`src/inc/lim_pkg.sv`:
```
// constants shared by the local interrupt multiplexor design
package lim_pkg;

    // register map, full byte addresses of the register window
    localparam logic [31:0] LIM_BASE_ADDR       = 32'h1FBD9800;
    localparam logic [31:0] LIM_G0_STATUS_ADDR  = 32'h1FBD9880;
    localparam logic [31:0] LIM_G0_ENABLE_ADDR  = 32'h1FBD9884;
    localparam logic [31:0] LIM_G1_STATUS_ADDR  = 32'h1FBD9888;
    localparam logic [31:0] LIM_G1_ENABLE_ADDR  = 32'h1FBD988C;
    localparam logic [31:0] LIM_RT_STATUS_ADDR  = 32'h1FBD9890;
    localparam logic [31:0] LIM_RT_SEL0_ADDR    = 32'h1FBD9894;
    localparam logic [31:0] LIM_RT_SEL1_ADDR    = 32'h1FBD9898;
    localparam logic [31:0] LIM_RT_POL_ADDR     = 32'h1FBD989C;
    localparam logic [31:0] LIM_TMR_ACK_ADDR    = 32'h1FBD98A0;
    localparam logic [31:0] LIM_BUS_ERR_ADDR    = 32'h1FBD98A4;

    // width of the byte offset carried on the register port
    localparam int          LIM_OFS_W           = 8;
    localparam int          LIM_DATA_W          = 8;

    // values after reset
    localparam logic [7:0]  LIM_ENABLE_RST      = 8'h00;
    localparam logic [7:0]  LIM_RT_SEL_RST      = 8'h00;
    localparam logic [7:0]  LIM_RT_POL_RST      = 8'h00;
    localparam logic [7:0]  LIM_RDATA_RST       = 8'h00;
    localparam logic [1:0]  LIM_TMR_RST         = 2'h0;

    // bit positions in the group-one status byte
    localparam int          LIM_G1_GP0_BIT      = 0;
    localparam int          LIM_G1_PANEL_BIT    = 1;
    localparam int          LIM_G1_GP2_BIT      = 2;
    localparam int          LIM_G1_ROUTED_BIT   = 3;
    // fixed routed input positions
    localparam int          LIM_RT_DUART_BIT    = 5;
    localparam int          LIM_RT_KBD_BIT      = 4;
    // timer acknowledge bits
    localparam int          LIM_TMR1_BIT        = 1;
    localparam int          LIM_TMR0_BIT        = 0;

    // synchroniser depth, two flops per pin
    localparam int          LIM_SYNC_STAGES     = 2;

endpackage

```
`src/inc/lim_sync_if.sv`:
```
// bundle of raw pin levels and their synchronised copies
`timescale 1ns/1ps
interface lim_sync_if #(
    parameter int W = 27
);
    logic [W-1:0] raw;   // pin levels straight from outside
    logic [W-1:0] sync;  // levels after the flop chain

    modport src  (output raw,  input  sync);
    modport sync_side (input raw, output sync);
endinterface

```
`src/rtl/lim_top.sv`:
```
// local interrupt multiplexor: two local groups, routed inputs, timer ack
`timescale 1ns/1ps
module lim_top (
    input  wire logic        sys_clk,
    input  wire logic        arst_n,
    // register port, synchronous to sys_clk
    input  wire logic        reg_sel,
    input  wire logic        reg_wr,
    input  wire logic        reg_rd,
    input  wire logic [7:0]  reg_addr,
    input  wire logic [7:0]  reg_wdata,
    output logic      [7:0]  reg_rdata,
    // group-zero sources, active high, asynchronous
    input  wire logic        graphics_irq,
    input  wire logic        parallel_irq,
    input  wire logic        mem_dma_done_irq,
    input  wire logic        ethernet_irq,
    input  wire logic        scsi1_irq,
    input  wire logic        scsi0_irq,
    input  wire logic        fifo_full_irq,
    // group-one sources
    input  wire logic        vert_retrace_irq,
    input  wire logic        video_vsync_irq,
    input  wire logic        ac_fail_irq,
    input  wire logic        periph_dma_done_irq,
    input  wire logic [1:0]  general_purpose_irq_lines_n,
    input  wire logic        power_button_irq_n,
    input  wire logic        volume_up_irq_n,
    input  wire logic        volume_down_irq_n,
    // routed inputs, polarity set by software
    input  wire logic [7:0]  routed_in,
    input  wire logic        serial_irq_n,
    input  wire logic        kbd_mouse_irq_n,
    // bus error sources, active high
    input  wire logic        periph_bus_err,
    input  wire logic        mem_bus_err,
    input  wire logic        eisa_err,
    // timer events, one-cycle pulses from same-clock timer logic
    input  wire logic [1:0]  timer_evt,
    // outputs toward the processor
    output logic             group0_irq,
    output logic             group1_irq,
    output logic      [1:0]  timer_irq
);

    localparam int SW = 27;  // number of synchronised pins

    // software-visible control registers
    logic [7:0] group0_enable_r;          // per-source gate, group zero
    logic [7:0] group1_enable_r;          // per-source gate, group one
    logic [7:0] routing_select_zero_r;    // routed inputs feeding routed zero
    logic [7:0] routing_select_one_r;     // routed inputs feeding routed one
    logic [7:0] routed_input_polarity_r;  // one = active high per input
    logic [1:0] timer_irq_r;              // latched timer interrupts
    logic [1:0] timer_irq_nxt;
    logic [7:0] rdata_r;
    logic [7:0] rdata_nxt;
    logic       group0_irq_r;
    logic       group1_irq_r;

    // synchronised pin copies
    lim_sync_if #(.W(SW)) sif ();

    // pins 5 and 4 of the routed group come from the fixed devices
    logic [7:0] routed_raw;
    assign routed_raw = {routed_in[7:6], serial_irq_n, kbd_mouse_irq_n,
                         routed_in[3:0]};

    // all asynchronous levels enter through the flop chains
    assign sif.raw = {graphics_irq, parallel_irq, mem_dma_done_irq, ethernet_irq,
                      scsi1_irq, scsi0_irq, fifo_full_irq,
                      vert_retrace_irq, video_vsync_irq, ac_fail_irq,
                      periph_dma_done_irq, general_purpose_irq_lines_n,
                      power_button_irq_n, volume_up_irq_n, volume_down_irq_n,
                      routed_raw, periph_bus_err, mem_bus_err, eisa_err};

    lim_sync #(.W(SW)) u_sync (
        .sys_clk (sys_clk),
        .arst_n  (arst_n),
        .sif     (sif)
    );

    // unpack synchronised levels
    logic [6:0] g0_src;      // graphics down to fifo full
    logic [3:0] g1_src;      // retrace, vsync, ac fail, dma done
    logic [1:0] gp_n;        // general purpose lines, active low
    logic [2:0] panel_n;     // power, volume up, volume down
    logic [7:0] routed_lvl;  // routed inputs as seen at the pins
    logic [2:0] err_src;     // bus error sources
    assign g0_src     = sif.sync[26:20];
    assign g1_src     = sif.sync[19:16];
    assign gp_n       = sif.sync[15:14];
    assign panel_n    = sif.sync[13:11];
    assign routed_lvl = sif.sync[10:3];
    assign err_src    = sif.sync[2:0];

    // polarity correction comes first so both masks see active-high inputs
    logic [7:0] routed_act;
    assign routed_act = ~(routed_lvl ^ routed_input_polarity_r);

    // routed interrupts: any selected active input
    logic routed_zero;
    logic routed_one;
    assign routed_zero = |(routed_act & routing_select_zero_r);
    assign routed_one  = |(routed_act & routing_select_one_r);

    // panel bit: any panel line low
    logic panel_act;
    assign panel_act = ~(&panel_n);

    // status bytes, not gated by the enables
    logic [7:0] group0_status;
    logic [7:0] group1_status;
    logic [7:0] routed_status;
    logic [7:0] bus_err_status;
    assign group0_status = {routed_zero, g0_src};
    assign group1_status = {g1_src, routed_one, ~gp_n[1], panel_act,
                            ~gp_n[0]};
    // raw pin levels, independent of masks and polarity
    assign routed_status  = routed_lvl;
    assign bus_err_status = {5'h00, err_src};

    // address decode on the low byte of the full register address
    logic hit_g0_stat;
    logic hit_g0_en;
    logic hit_g1_stat;
    logic hit_g1_en;
    logic hit_rt_stat;
    logic hit_rt_sel0;
    logic hit_rt_sel1;
    logic hit_rt_pol;
    logic hit_tmr_ack;
    logic hit_bus_err;
    assign hit_g0_stat = reg_addr == lim_pkg::LIM_G0_STATUS_ADDR[7:0];
    assign hit_g0_en   = reg_addr == lim_pkg::LIM_G0_ENABLE_ADDR[7:0];
    assign hit_g1_stat = reg_addr == lim_pkg::LIM_G1_STATUS_ADDR[7:0];
    assign hit_g1_en   = reg_addr == lim_pkg::LIM_G1_ENABLE_ADDR[7:0];
    assign hit_rt_stat = reg_addr == lim_pkg::LIM_RT_STATUS_ADDR[7:0];
    assign hit_rt_sel0 = reg_addr == lim_pkg::LIM_RT_SEL0_ADDR[7:0];
    assign hit_rt_sel1 = reg_addr == lim_pkg::LIM_RT_SEL1_ADDR[7:0];
    assign hit_rt_pol  = reg_addr == lim_pkg::LIM_RT_POL_ADDR[7:0];
    assign hit_tmr_ack = reg_addr == lim_pkg::LIM_TMR_ACK_ADDR[7:0];
    assign hit_bus_err = reg_addr == lim_pkg::LIM_BUS_ERR_ADDR[7:0];

    // qualified strobes
    logic wr_en;
    logic rd_en;
    assign wr_en = reg_sel & reg_wr;
    assign rd_en = reg_sel & reg_rd;

    // acknowledge pulse: ones in bits 1 and 0 of the written byte clear the timer latches
    logic [1:0] tmr_clr;
    assign tmr_clr = (wr_en && hit_tmr_ack) ?
                     {reg_wdata[lim_pkg::LIM_TMR1_BIT], reg_wdata[lim_pkg::LIM_TMR0_BIT]}
                     : 2'h0;

    // a timer event in the clearing cycle survives: set beats clear
    assign timer_irq_nxt = (timer_irq_r & ~tmr_clr) | timer_evt;

    // read mux; write-only and unmapped offsets read zero
    always_comb begin
        rdata_nxt = 8'h00;
        unique case (1'b1)
            hit_g0_stat: rdata_nxt = group0_status;
            hit_g0_en:   rdata_nxt = group0_enable_r;
            hit_g1_stat: rdata_nxt = group1_status;
            hit_g1_en:   rdata_nxt = group1_enable_r;
            hit_rt_stat: rdata_nxt = routed_status;
            hit_rt_sel0: rdata_nxt = routing_select_zero_r;
            hit_rt_sel1: rdata_nxt = routing_select_one_r;
            hit_rt_pol:  rdata_nxt = routed_input_polarity_r;
            hit_bus_err: rdata_nxt = bus_err_status;
            default:     rdata_nxt = 8'h00;
        endcase
    end

    // enable registers, cleared at reset so no group source reaches the cpu
    always_ff @(posedge sys_clk or negedge arst_n) begin
        if (!arst_n) begin
            group0_enable_r <= lim_pkg::LIM_ENABLE_RST;
            group1_enable_r <= lim_pkg::LIM_ENABLE_RST;
        end else begin
            if (wr_en && hit_g0_en) begin
                group0_enable_r <= reg_wdata;
            end
            if (wr_en && hit_g1_en) begin
                group1_enable_r <= reg_wdata;
            end
        end
    end

    // routing selects and polarity; software owns bits 5 and 4 of polarity
    always_ff @(posedge sys_clk or negedge arst_n) begin
        if (!arst_n) begin
            routing_select_zero_r   <= lim_pkg::LIM_RT_SEL_RST;
            routing_select_one_r    <= lim_pkg::LIM_RT_SEL_RST;
            routed_input_polarity_r <= lim_pkg::LIM_RT_POL_RST;
        end else begin
            if (wr_en && hit_rt_sel0) begin
                routing_select_zero_r <= reg_wdata;
            end
            if (wr_en && hit_rt_sel1) begin
                routing_select_one_r <= reg_wdata;
            end
            // no forcing of bits 5 and 4: a wrong write is the host's fault
            if (wr_en && hit_rt_pol) begin
                routed_input_polarity_r <= reg_wdata;
            end
        end
    end

    // timer latches and read data register
    always_ff @(posedge sys_clk or negedge arst_n) begin
        if (!arst_n) begin
            timer_irq_r <= lim_pkg::LIM_TMR_RST;
            rdata_r     <= lim_pkg::LIM_RDATA_RST;
        end else begin
            timer_irq_r <= timer_irq_nxt;
            // read data held until the next read
            if (rd_en) begin
                rdata_r <= rdata_nxt;
            end
        end
    end

    // group outputs registered to keep them glitch free toward the cpu
    always_ff @(posedge sys_clk or negedge arst_n) begin
        if (!arst_n) begin
            group0_irq_r <= 1'b0;
            group1_irq_r <= 1'b0;
        end else begin
            group0_irq_r <= |(group0_status & group0_enable_r);
            group1_irq_r <= |(group1_status & group1_enable_r);
        end
    end

    assign reg_rdata  = rdata_r;
    assign group0_irq = group0_irq_r;
    assign group1_irq = group1_irq_r;
    assign timer_irq  = timer_irq_r;

endmodule // lim_top

```
`src/rtl/lim_sync.sv`:
```
// two-flop synchroniser bank for asynchronous interrupt pins
`timescale 1ns/1ps
module lim_sync #(
    parameter int W = 27
) (
    input  wire logic     sys_clk,
    input  wire logic     arst_n,
    lim_sync_if.sync_side sif
);

    // first and second stage; the first is read only by the second
    logic [W-1:0] meta_r;
    logic [W-1:0] hold_r;

    // one chain per bit, built as a loop so width follows the pin count
    genvar i;
    generate
        for (i = 0; i < W; i++) begin : g_bit
            always_ff @(posedge sys_clk or negedge arst_n) begin
                if (!arst_n) begin
                    meta_r[i] <= 1'b0;
                    hold_r[i] <= 1'b0;
                end else begin
                    meta_r[i] <= sif.raw[i];
                    hold_r[i] <= meta_r[i];
                end
            end
        end
    endgenerate

    assign sif.sync = hold_r;

endmodule // lim_sync

```
`config.mk`:
```
export PLATFORM = sky130hd
export DESIGN_NAME = lim_top
export DESIGN_NICKNAME = d
export VERILOG_FILES = /design/src/inc/lim_pkg.sv /design/src/inc/lim_sync_if.sv /design/src/rtl/lim_top.sv /design/src/rtl/lim_sync.sv
export SDC_FILE = /design/constraint.sdc
export NUM_CORES = 1
export LEC_CHECK = 0
export BUFFER_PORTS_ARGS = -buffer_cell sky130_fd_sc_hd__buf_2
export CAP_MARGIN = 20
export CORE_ASPECT_RATIO = 2
export CORE_UTILIZATION = 50
export CTS_CLUSTER_DIAMETER = 150
export DETAILED_ROUTE_END_ITERATION = 16
export MAX_ROUTING_LAYER = met4
export PLACE_DENSITY = 0.71
export SKIP_CTS_REPAIR_TIMING = 1
export SYNTH_ARGS = -nofsm -noshare
export SYNTH_HDL_FRONTEND = slang
export SYNTH_SLANG_ARGS = --single-unit
```
`constraint.sdc`:
```
create_clock -name sys_clk -period 2 [get_ports sys_clk]
set_input_delay 0.4 -clock sys_clk [delete_from_list [all_inputs] [get_ports sys_clk]]
set_output_delay 0.4 -clock sys_clk [all_outputs]
set_load 0.05 [all_outputs]
```
==> results.sh <==
export IMPL_status="finished, final reports clean"
export IMPL_startpoint_type="input pin"
export IMPL_power_frac_comb=0.076
export IMPL_synth_cell_types=41
export IMPL_finalCritPeriodShare=0.8094
export IMPL_dp_cells=460
export IMPL_die_x_um=67.10
export IMPL_portBuffers=61
export IMPL_num_rows=47
export IMPL_crit_type="input pin to register"
export IMPL_synth_area_mm2=0.004238
export IMPL_cts_path_max_buffers=2
export IMPL_ys_flop_type="dfrtp_1"
export IMPL_power_density_mw_per_mm2=818.4
export IMPL_n_antenna_cell=0
export IMPL_clkPwrFrac=0.383
export IMPL_arrival_ps=1840
export IMPL_internal_power_mw=3.259
export IMPL_overflow=0
export IMPL_tritoncts="done"
export IMPL_crit_chain="buf_2 > buf_4 > nor4b_2 > inv_2 > nor2_2 > buf_4 > mux2_1"
export IMPL_crit_path_max_incr_delay_ps=350
export IMPL_fin_ws_ps=381.1
export IMPL_cts_sinks=106
export IMPL_grt_pass1_vias=2919
export IMPL_tns_ps=0
export IMPL_htree_num_levels=3
export IMPL_first_pass_iters=4
export IMPL_fin_cells=475
export IMPL_yosysTopAreaCell="dfrtp_1"
export IMPL_core_mm2=0.008233
export IMPL_setup_viol=0
export IMPL_area_growth_pct=20.84
export IMPL_gp_congestion=0.8562
export IMPL_nFillCells=692
export IMPL_max_cap_viol_count=0
export IMPL_peakVddDrop_v=0.0007492
export IMPL_routedWlPerCell_um=19.80
export IMPL_drive_above_1_share=0.3130
export IMPL_nets=426
export IMPL_via_per_inst=5.754
export IMPL_switching_share=0.2224
export IMPL_min_period_ps=1619
export IMPL_crit_required_ps=2220
export IMPL_cts_root_buf="clkbuf_16"
export IMPL_postSynthAreaPerCell_um2=14.61
export IMPL_synth_most_common_cell="dfrtp_1"
export IMPL_synth_top_cell_area_share=0.6259
export IMPL_grt_antenna_before_repair=0
export IMPL_rsz0062_at_grt="false"
export IMPL_hpwl_um=7154
export IMPL_clk_latency_ps=340
export IMPL_worst_pin_slew_ps=466.3
export IMPL_crit_path_max_fanout=23
export IMPL_dieArea_mm2=0.008870
export IMPL_synthTopCellsByCount="dfrtp_1, mux2_1, a22oi_1"
export IMPL_fmax_ghz=0.6177
export IMPL_grt_util_all_layers=0.2489
export IMPL_ant_nets=0
export IMPL_clkTransAtPathRegs_ps=60
export IMPL_drcViolationCount=0
export IMPL_synth_edf_count=0
export IMPL_finalMaxSlewViolations=0
export IMPL_hold_violations=0
export IMPL_power_switching_uw=932.3
export IMPL_ys_seq_area_frac=0.6259
export IMPL_synth_seq_cells=106
export IMPL_synth_net_count=342
export IMPL_netlist_instances=290
export IMPL_ys_top_cells_by_area="dfrtp_1, mux2_1, mux4_2"
export IMPL_wl_um=9403
export IMPL_min_path_type="input pin to register"
export IMPL_synth_warnings=0
export IMPL_die_h_um=132.2
export IMPL_leakage_nw=2.413
export IMPL_cts_made_buffers=9
export IMPL_initialDrtViolationCount=247
export IMPL_p_total_mw=4.191
export IMPL_seqPwrFrac=0.542
export IMPL_endpoint_kind="register"
export IMPL_num_vias=2733
export IMPL_async_reset_ff_frac=1.000
export IMPL_grt_max_degree=46
export IMPL_skew_ps=7.895
export IMPL_crit_slowest_cell="nor4b_2"
export IMPL_place_ws_ps=38.74
export IMPL_ioPinCount=64
export IMPL_grt_pass1_wl_um=14910
export IMPL_start_util=0.5147
export IMPL_path_common_cell="buf_4"
export IMPL_slew_headroom=0.6884
-- placed cells by master (no fill, tap or decap), types with 3 or more instances in the layout --
master	Yosys	layout
a21o_1	3	3
a21oi_1	4	4
a22oi_1	17	17
a31oi_1	4	4
a32oi_1	3	3
buf_12	0	5
buf_2	5	60
buf_4	0	16
clkbuf_16	0	9
dfrtp_1	106	106
inv_1	3	3
mux2_1	41	41
mux2_2	6	6
mux2i_1	5	5
mux4_2	7	7
nand2_1	14	14
nand3_1	8	8
nand3b_1	3	3
nand4_1	7	7
nor2_1	8	8
nor2_2	3	3
nor2_4	3	3
o21ai_0	4	4
o21ai_1	5	5
xnor2_1	8	8
-- worst max-delay path: cells and delay by family --
family,cells,cell delay (ps)
buf+inv,4,630
mux,1,330
simple gates,2,490
-- routing by layer --
layer,track usage,part of all wire
met1,0.2639,0.35
met2,0.3994,0.55
met3,0.05017,0.041
met4,0.1702,0.062
met5,-,0
-- metrics by stage --
| stage | area, um^2 | hold slack (ps) | util |
|---|---|---|---|
| after floorplan | 4238 | 104.4 | - |
| after global placement | 4841 | 332.0 | 0.5880 |
| after detailed placement | 4841 | 334.7 | 0.5880 |
| after CTS | 5111 | -12.23 | 0.6208 |
| after global routing | 5121 | 145.8 | 0.6220 |
| final | 5121 | 158.1 | 0.6220 |
-- worst paths after layout --
check	cells past startpoint	endpoint	start	slack, ps
max	7	routing_select_one_r[3]$_DFFE_PN0P_	reg_addr[3]	380
min	1	u_sync.meta_r[10]$_DFF_PN0_	routed_in[7]	160
max reg2reg	4	reg_rdata[0]$_DFFE_PN0P_	group0_enable_r[0]$_DFFE_PN0P_	380
min reg2reg	0	u_sync.sif.sync[6]$_DFF_PN0_	u_sync.meta_r[6]$_DFF_PN0_	350
max in group asynchronous	3	u_sync.meta_r[20]$_DFF_PN0_	arst_n	900
min in group asynchronous	2	reg_rdata[5]$_DFFE_PN0P_	arst_n	530
-- final cells by class --
cell class                      count  area (um^2)  share of cell area
Sequential cell                   106         2653              0.5180
Multi-Input combinational cell    171         1530              0.2988
Timing Repair Buffer               82        530.5              0.1036
Clock buffer                       12        256.5             0.05009
Tap cell                           98        122.6             0.02394
Inverter                            4        15.01            0.002932
Clock inverter                      2        13.76            0.002688
-- logic make-up (layout without fill, tap and decap cells) --
kind of cell	count (synthesis)	in the layout	synth area share
XOR/XNOR	8	8	0.01653
buffers and inverters	13	100	0.01299
AO/OA/AOI/OAI	49	49	0.08562
multiplexers	60	60	0.1801
flip-flops	106	106	0.6259
AND/OR/NAND/NOR	54	54	0.07883
-- power groups by stage --
stage	combinational, mW	sequential (mW)	clock (mW)
floorplan	0.130	2.31	0
global placement	0.311	2.30	0
detailed placement	0.319	2.31	0
CTS	0.320	2.27	1.64
global route	0.347	2.28	1.72
finish	0.317	2.27	1.60
-- state kept, by name, summed over array words and instances (netlist names) --
name                     cells
u_sync.meta_r               27
u_sync.sif.sync             27
group0_enable_r              8
group1_enable_r              8
reg_rdata                    8
routed_input_polarity_r      8
routing_select_one_r         8
routing_select_zero_r        8
timer_irq                    2
group0_irq                   1
group1_irq                   1
(Power assumes the default switching activity.)
